==> config.mk <==
export PLATFORM = sky130hd
export DESIGN_NAME = banked_memory_addressing
export DESIGN_NICKNAME = d
export VERILOG_FILES = /design/src/common/bma_pkg.sv /design/src/rtl/banked_memory_addressing.sv
export SDC_FILE = /design/constraint.sdc
export NUM_CORES = 2
export LEC_CHECK = 0
export ABC_AREA = 1
export BUFFER_PORTS_ARGS = -buffer_cell sky130_fd_sc_hd__buf_2
export CORE_MARGIN = 3
export CORE_UTILIZATION = 25
export DETAILED_ROUTE_END_ITERATION = 8
export PLACE_DENSITY_LB_ADDON = 0.12
export SYNTH_ARGS = -nofsm -noshare
export SYNTH_HDL_FRONTEND = slang
export SYNTH_SLANG_ARGS = --single-unit
==> constraint.sdc <==
create_clock -name clk_in -period 4 [get_ports clk_in]
set_input_delay 0.4 -clock clk_in [delete_from_list [all_inputs] [get_ports clk_in]]
set_output_delay 0.4 -clock clk_in [all_outputs]
set_load 0.05 [all_outputs]
==> src/common/bma_pkg.sv <==
package bma_pkg;

  // ---------------------------------------------------------------
  // Program counter
  // ---------------------------------------------------------------
  localparam int          PC_W         = 13;
  localparam int          PROG_W       = 11;
  localparam logic [12:0] PC_RESET_VEC = 13'h0000;
  localparam logic [12:0] PC_IRQ_VEC   = 13'h0004;
  localparam logic [12:0] PC_IMPL_MASK = 13'h07FF;

  // ---------------------------------------------------------------
  // Data memory map (offsets inside a 128-location bank)
  // ---------------------------------------------------------------
  localparam int         DADDR_W        = 9;
  localparam logic [6:0] SPECIAL_LIMIT   = 7'h20;
  localparam logic [6:0] SHARED_BASE     = 7'h70;
  localparam logic [6:0] BANK1_RAM_END   = 7'h3F;
  localparam logic [6:0] RAM_BANK1_SHIFT = 7'h40;
  localparam int         RAM_DEPTH       = 128;
  localparam int         SPECIAL_DEPTH   = 128;

  // ---------------------------------------------------------------
  // Avalon register map (byte addresses)
  // ---------------------------------------------------------------
  localparam logic [3:0] REG_BANK_CTRL = 4'h0;
  localparam logic [3:0] REG_POINTER   = 4'h4;
  localparam logic [3:0] REG_PC        = 4'h8;
  localparam logic [3:0] REG_LAST_ADDR = 4'hC;
  localparam int         BANK_LOW_BIT  = 0;
  localparam int         BANK_HIGH_BIT = 1;
  localparam int         IND_BANK_BIT  = 2;
  localparam logic [2:0] CTRL_RESET    = 3'h0;
  localparam logic [7:0] POINTER_RESET = 8'h00;

  // ---------------------------------------------------------------
  // Types
  // ---------------------------------------------------------------
  typedef struct packed {
    logic       rd;
    logic       wr;
    logic       indirect;
    logic [6:0] opc_addr;
    logic [7:0] wdata;
  } data_req_type;

  typedef struct packed {
    logic        irq_take;
    logic        load;
    logic        inc;
    logic [12:0] target;
  } pc_ctrl_type;

  typedef struct packed {
    logic       special;
    logic       ram;
    logic [6:0] idx;
  } decode_type;

  typedef enum logic [1:0] {
    BUS_IDLE = 2'b01,
    BUS_ACK  = 2'b10
  } bus_state_type;

endpackage : bma_pkg

==> src/rtl/banked_memory_addressing.sv <==
`timescale 1ns/1ps
// What this block does
// - Thirteen-bit program counter spans an 8k word program space.
// - Only lowest 2k words exist; higher fetch addresses fold onto them.
// - Reset loads counter with 0000h; interrupt redirects to 0004h.
// - Four data banks; lowest 32 addresses of each hold special registers.
// - Bank zero 20h-7Fh and bank one A0h-BFh are general RAM.
// - Top sixteen addresses of banks one to three alias bank zero 70h-7Fh.
// - Reads of unimplemented data locations return zero.
// - Direct address is seven opcode bits under two bank select bits.
// - Bank select pair high,low chooses banks zero to three in order.
// - Indirect address is pointer low eight bits plus indirect bank bit.
// - Each bank is 128 byte locations, reached directly or indirectly.
// - Special registers are static storage that keep contents unrefreshed.
module banked_memory_addressing
  import bma_pkg::*;
(
  input  wire logic              clk_in,
  input  wire logic              arst_n_in,
  input  wire pc_ctrl_type       pc_ctrl_in,
  output logic [PROG_W-1:0]      fetch_addr_out,
  output logic [PC_W-1:0]        pc_out,
  input  wire data_req_type      data_req_in,
  output logic [7:0]             data_rdata_out,
  output logic                   data_rvalid_out,
  input  wire logic [3:0]        avs_address_in,
  input  wire logic              avs_read_in,
  input  wire logic              avs_write_in,
  input  wire logic [31:0]       avs_writedata_in,
  input  wire logic [3:0]        avs_byteenable_in,
  output logic [31:0]            avs_readdata_out,
  output logic                   avs_waitrequest_out
);

  // ---------------------------------------------------------------
  // Address decode
  // ---------------------------------------------------------------
  function automatic decode_type decode_addr(input logic [DADDR_W-1:0] a);
    decode_type r;
    logic [1:0] b;
    logic [6:0] o;
    r = '0;
    b = a[8:7];
    o = a[6:0];
    if (o < SPECIAL_LIMIT) begin
      r.special = 1'b1;
      r.idx     = {b, o[4:0]};
    end else if (b == 2'b00) begin
      r.ram = 1'b1;
      r.idx = 7'(o - SPECIAL_LIMIT);
    end else if (o >= SHARED_BASE) begin
      r.ram = 1'b1;
      r.idx = 7'(o - SPECIAL_LIMIT);
    end else if (b == 2'b01 && o <= BANK1_RAM_END) begin
      r.ram = 1'b1;
      r.idx = 7'(o + RAM_BANK1_SHIFT);
    end
    return r;
  endfunction : decode_addr

  // ---------------------------------------------------------------
  // Control registers
  // ---------------------------------------------------------------
  logic [2:0]         bank_ctrl_q;
  logic [7:0]         indirect_pointer_q;
  logic [PC_W-1:0]    pc_q;
  logic [PC_W-1:0]    pc_d;
  logic [DADDR_W-1:0] last_addr_q;
  logic [7:0]         rdata_q;
  logic               rvalid_q;
  logic [31:0]        avs_rdata_q;
  bus_state_type      bus_state_q;

  wire logic bank_select_low  = bank_ctrl_q[BANK_LOW_BIT];
  wire logic bank_select_high = bank_ctrl_q[BANK_HIGH_BIT];
  wire logic indirect_bank_bit = bank_ctrl_q[IND_BANK_BIT];

  // ---------------------------------------------------------------
  // Program counter
  // ---------------------------------------------------------------
  always_comb begin
    pc_d = pc_q;
    if (pc_ctrl_in.irq_take) begin
      pc_d = PC_IRQ_VEC;
    end else if (pc_ctrl_in.load) begin
      pc_d = pc_ctrl_in.target;
    end else if (pc_ctrl_in.inc) begin
      pc_d = PC_W'(pc_q + 1'b1);
    end
  end

  always_ff @(posedge clk_in or negedge arst_n_in) begin
    if (!arst_n_in) begin
      pc_q <= PC_RESET_VEC;
    end else begin
      pc_q <= pc_d;
    end
  end

  assign pc_out         = pc_q;
  assign fetch_addr_out = pc_q[PROG_W-1:0];

  // ---------------------------------------------------------------
  // Data address formation
  // ---------------------------------------------------------------
  wire logic [DADDR_W-1:0] direct_addr   = {bank_select_high, bank_select_low, data_req_in.opc_addr};
  wire logic [DADDR_W-1:0] indirect_addr = {indirect_bank_bit, indirect_pointer_q};
  wire logic [DADDR_W-1:0] cur_addr      = data_req_in.indirect ? indirect_addr : direct_addr;
  wire decode_type         cur_dec       = decode_addr(cur_addr);
  wire logic               special_we    = data_req_in.wr && cur_dec.special;
  wire logic               ram_we        = data_req_in.wr && cur_dec.ram;
  wire logic               unimpl        = !cur_dec.special && !cur_dec.ram;

  // ---------------------------------------------------------------
  // Storage (static, no reset, no refresh)
  // ---------------------------------------------------------------
  logic [7:0] ram_mem     [RAM_DEPTH];
  logic [7:0] special_mem [SPECIAL_DEPTH];

  always_ff @(posedge clk_in) begin
    if (ram_we) begin
      ram_mem[cur_dec.idx] <= data_req_in.wdata;
    end
    if (special_we) begin
      special_mem[cur_dec.idx] <= data_req_in.wdata;
    end
  end

  wire logic [7:0] read_value = cur_dec.ram     ? ram_mem[cur_dec.idx] :
                                cur_dec.special ? special_mem[cur_dec.idx] : 8'h00;

  always_ff @(posedge clk_in or negedge arst_n_in) begin
    if (!arst_n_in) begin
      rdata_q     <= 8'h00;
      rvalid_q    <= 1'b0;
      last_addr_q <= '0;
    end else begin
      rvalid_q <= data_req_in.rd;
      if (data_req_in.rd) begin
        rdata_q <= read_value;
      end
      if (data_req_in.rd || data_req_in.wr) begin
        last_addr_q <= cur_addr;
      end
    end
  end

  assign data_rdata_out  = rdata_q;
  assign data_rvalid_out = rvalid_q;

  // ---------------------------------------------------------------
  // Avalon-MM slave
  // ---------------------------------------------------------------
  wire logic        avs_req     = avs_read_in || avs_write_in;
  wire logic        avs_take    = avs_req && (bus_state_q == BUS_IDLE);
  wire logic        wr_ctrl     = avs_take && avs_write_in && avs_byteenable_in[0]
                                  && (avs_address_in == REG_BANK_CTRL);
  wire logic        wr_pointer  = avs_take && avs_write_in && avs_byteenable_in[0]
                                  && (avs_address_in == REG_POINTER);
  wire logic [31:0] avs_rd_mux  = (avs_address_in == REG_BANK_CTRL) ? {29'h0, bank_ctrl_q} :
                                  (avs_address_in == REG_POINTER)   ? {24'h0, indirect_pointer_q} :
                                  (avs_address_in == REG_PC)        ? {19'h0, pc_q} :
                                  (avs_address_in == REG_LAST_ADDR) ? {23'h0, last_addr_q} :
                                  32'h0000_0000;

  always_ff @(posedge clk_in or negedge arst_n_in) begin
    if (!arst_n_in) begin
      bank_ctrl_q        <= CTRL_RESET;
      indirect_pointer_q <= POINTER_RESET;
      avs_rdata_q        <= 32'h0000_0000;
      bus_state_q        <= BUS_IDLE;
    end else begin
      case (bus_state_q)
        BUS_IDLE: begin
          if (avs_req) begin
            bus_state_q <= BUS_ACK;
          end
        end
        BUS_ACK: begin
          bus_state_q <= BUS_IDLE;
        end
        default: begin
          bus_state_q <= BUS_IDLE;
        end
      endcase
      if (wr_ctrl) begin
        bank_ctrl_q <= avs_writedata_in[2:0];
      end
      if (wr_pointer) begin
        indirect_pointer_q <= avs_writedata_in[7:0];
      end
      if (avs_take && avs_read_in) begin
        avs_rdata_q <= avs_rd_mux;
      end
    end
  end

  assign avs_waitrequest_out = avs_req && (bus_state_q != BUS_ACK);
  assign avs_readdata_out    = avs_rdata_q;

  // Same offset seen through bank zero
  wire decode_type bank0_dec = decode_addr({2'b00, cur_addr[6:0]});
endmodule : banked_memory_addressing

==> results.md <==
* Endpoints failing setup at 0
* Worst vdd ir at roughly 370 uV
* WS Path Type: register to register
* Filler instances at roughly 36,000
* Total number of vias at between 60,000 and 70,000
* Total GRT Usage at 0.1750
* CP arrival at ~4.7 ns
* Slew Limit Fails at 0
* Grt met3 use at 0.02064
* DR vias/cell at around 4.5
* CTS Sinks at 2,105
* GPL Wtd Cong at 0.8093
* Io pins at between 100 and 150
* Root Buffer: clkbuf_16
* CTS Buf Count at 245
* DR pass1 iterations at 6
* Yosys top cell area share at 0.6992
* Most common cell after layout, fill and taps aside: edfxtp_1
* Crit. path cell count at 24
* Clk_lat worst skew at ~0.92 ns
* Largest net degree at the start of global routing at between 80 and 90
* Tcrit/Tclk final at 0.9759
* Sequential fraction of design power at 0.419
* Hold depth at 5
* Clock tree buffer depth at 4
* Outcome: completed
* Worst hold slack at roughly 0.087 ns
* Synthesis Warnings at 0
* Maximum fanout along the worst path at 6
* Critical Path RT at approximately 4.8 ns
* Async SR Flop Fraction at 0.02708
* Crit path buffers/inverters at 8
* Switch Pwr at 0.01792 W
* P_leak at ~41 nW
* Internal power at between 0.04 and 0.05 W
* PD cells at approximately 530 mW/mm2
* Chip width at roughly 600 um
* Final wirelength at 325.1 mm
* Die ar. at 0.3590 mm2
* Clk slew on worst S/H paths at 0.06 ns
* Global-route wire length before repair at about 460 mm
* Slew HR at 0.3392
* Core area at approximately 0.35 mm2
* DRC errors left at 0
* Sequential cell area at roughly 0.063 mm2
* First DRT Iteration DRCs at ~5,200
* Gate power share at 0.212
* Kind of end point of the critical path: register
* Flops & latches, synth at ~2,100
* Max_cap viols at 0
* Multi-input gate area at ~0.021 mm2
* Dpl ws at -0.6211 ns
* Post-Synthesis Cells at approximately 7,700
* Initial antenna violation count at 21
* GRT met2 Usage at 0.2920
* Clock Power Share at 0.368
* Port bufs at between 90 and 100
* Number of routed nets with antenna violations at 0
* Layout area overhead at 25.18%
* Top cells by area, synth: edfxtp_1 70%, nand2_1 7.7%, nand3_1 6.6%, inv_1 2.7%, nand3b_1 2.2%
* Mapped cell area at around 0.088 mm2
* Slowest stage delay, CP at ~0.40 ns
* CTS tree: built
* Synth area leader: edfxtp_1
* Cell chain of the critical path: nand2_2 -> nand2_2 -> buf_4 -> inv_1 -> ha_1 -> inv_1 -> nand3_4 -> buf_12 -> buf_6 -> nand2_4 -> nor2_4 -> buf_6 -> clkbuf_16 -> nand2_1 -> o21ai_0 -> o21ai_0 -> nand2_1 -> nor2_1 -> buf_4 -> nor2_2 -> nor2_1 -> nand2_2 -> nand2_4 -> a21oi_1
* Worst setup margin at 0.09623 ns
* Post-synth EDFFs at 2,048
* Syn avg cell area at 11.46 um2
* R2r worst-path depth at 24
* Nets at around 8,600
* Minimum clock period at roughly 3.9 ns
* Endpoints failing hold at 0
* F_max at ~260 MHz
* H-tree depth at 4
* Most frequent CP cell: nand2_2
* Row cnt at roughly 220
* M1 GR Usage at 0.2443
* Vias in the first global route at ~60,000
* Layout cells sized above 1 at 0.1738
* Placed wire-length estimate at between 200 and 250 mm
* Startpoint type of the worst setup path: register
* RSZ-0062 raised after global routing: true
* Sequential cell area fraction in the yosys report at 0.7154
* Worst path top cell family by delay: simple AND/OR/NAND/NOR gates
* Starting Density at 0.2515
* Clock Skews at between 0.05 and 0.06 ns
* Crit-path slowest cell: dfrtp_1
* Cell variety after synth at 42
* Grt total ovfl at 0
* Switching part of the total at 0.3060
* DR WL/cell at 24.36 um
* Die H at 599.1 um
* Worst hold path type: input pin to register
* Commonest cells after routing, fill and taps aside: 2,048 x edfxtp_1, 1,789 x nand2_1, 1,155 x nand3_1
* Least-Margin Pin Slew at between 0.9 and 1 ns
* Gr busiest metal: met2
* Ys flop type: edfxtp_1
-- cell usage after synthesis, drive strengths merged (4+ instances only) --
cell	number
a21oi	18
buf	338
clkbuf	152
dfrtp	56
edfxtp	2048
ha	4
inv	648
nand2	1824
nand3	1162
nand3b	253
nor2	428
nor3	240
o211ai	12
o21ai	423
o22ai	16
or2	25
xor2	6
-- logic make-up after synthesis --
logic type	after synthesis	share of synthesized area
flops	2105	0.7154
compound gates	482	0.02855
other cells	1	0.00004264
simple gates	3933	0.2000
mux	3	0.0003841
buf+inv	1140	0.05440
fa+ha+maj	4	0.0005690
xor+xnor	6	0.0005975
-- worst reg2reg max path, cell delays in order (launching register included) --
cell and delay [ns]:
dfrtp_1 0.40, nand2_2 0.09, nand2_2 0.09, buf_4 0.16, inv_1 0.07, ha_1 0.18
inv_1 0.09, nand3_4 0.19, buf_12 0.14, buf_6 0.09, nand2_4 0.04, nor2_4 0.19
buf_6 0.18, clkbuf_16 0.20, nand2_1 0.06, o21ai_0 0.25, o21ai_0 0.24, nand2_1 0.21
nor2_1 0.08, buf_4 0.15, nor2_2 0.19, nor2_1 0.08, nand2_2 0.17, nand2_4 0.10
a21oi_1 0.18
-- stage by stage --
| step | cell area [um2] | utilization | TNS (ns) | std cells | power (W) |
|---|---|---|---|---|---|
| after floorplan | 88020 | - | 0 | 7692 | 0.03007 |
| after global placement | 100500 | 0.2874 | -49.93 | 12780 | 0.03680 |
| after detailed placement | 100500 | 0.2874 | -36.06 | 12780 | 0.03674 |
| after CTS | 109200 | 0.3124 | -0.1726 | 13309 | 0.05894 |
| after global routing | 110100 | 0.3148 | -0.1575 | 13345 | 0.06094 |
| final | 110100 | 0.3148 | 0 | 13347 | 0.05856 |
-- registers in the layout (all words and copies together) (netlist names) --
name,cells
avs_readdata_out,13
last_addr_q,9
bus_state_q,2
bank_ctrl_q,3
pc_out,13
data_rdata_out,8
ram_mem,1024
indirect_pointer_q,8
special_mem,1024
data_rvalid_out,1
-- power by group through the flow --
stage / logic, W / clock network, W / registers [W]
6_report: 0.0124 / 0.0216 / 0.0246
5_1_grt: 0.0133 / 0.0231 / 0.0246
4_1_cts: 0.0121 / 0.0223 / 0.0246
3_5_place_dp: 0.0117 / 0 / 0.0250
3_3_place_gp: 0.0118 / 0 / 0.0250
2_1_floorplan: 0.00491 / 0 / 0.0252
-- worst paths after layout --
check | endpoint | slack, ns | start
setup reg to reg | data_rdata_out[4]$_DFFE_PN0P_ | 0.1 | indirect_pointer_q[5]$_DFFE_PN0P_
min in group asynchronous | last_addr_q[0]$_DFFE_PN0P_ | 0.55 | arst_n_in
setup / recovery | data_rdata_out[4]$_DFFE_PN0P_ | 0.1 | indirect_pointer_q[5]$_DFFE_PN0P_
hold / removal | last_addr_q[4]$_DFFE_PN0P_ | 0.09 | data_req_in[15]
hold reg to reg | bus_state_q[1]$_DFFE_PN0P_ | 0.46 | bus_state_q[1]$_DFFE_PN0P_
max in group asynchronous | indirect_pointer_q[1]$_DFFE_PN0P_ | 2.06 | arst_n_in
-- per-layer routing --
metal | up-vias | part of all wire | routed length (um)
met5 | - | 0 | 0
met4 | 0 | 0.021 | 6713
met3 | 354 | 0.045 | 14710
met2 | 1441 | 0.48 | 154500
met1 | 30420 | 0.46 | 149200
li1 | 28274 | - | -
-- timing repair --
action	CTS	global route
hold endpoints to repair	207	0
pin swaps	5	26
hold buffers	72	0
endpoints found under the setup margin	48	254
setup buffers	7	27
gates cloned	4	10
resized for setup	75	111
-- layout make-up --
class | count | share of cell area
Inverter | 650 | 0.02251
Sequential cell | 2105 | 0.5715
Clock inverter | 133 | 0.009512
Clock buffer | 313 | 0.05910
Multi-Input combinational cell | 4447 | 0.1888
Timing Repair Buffer | 1097 | 0.09620
Antenna cell | 3 | 0.00006818
Tap cell | 4599 | 0.05226
Power figures use the tool's default switching activity.
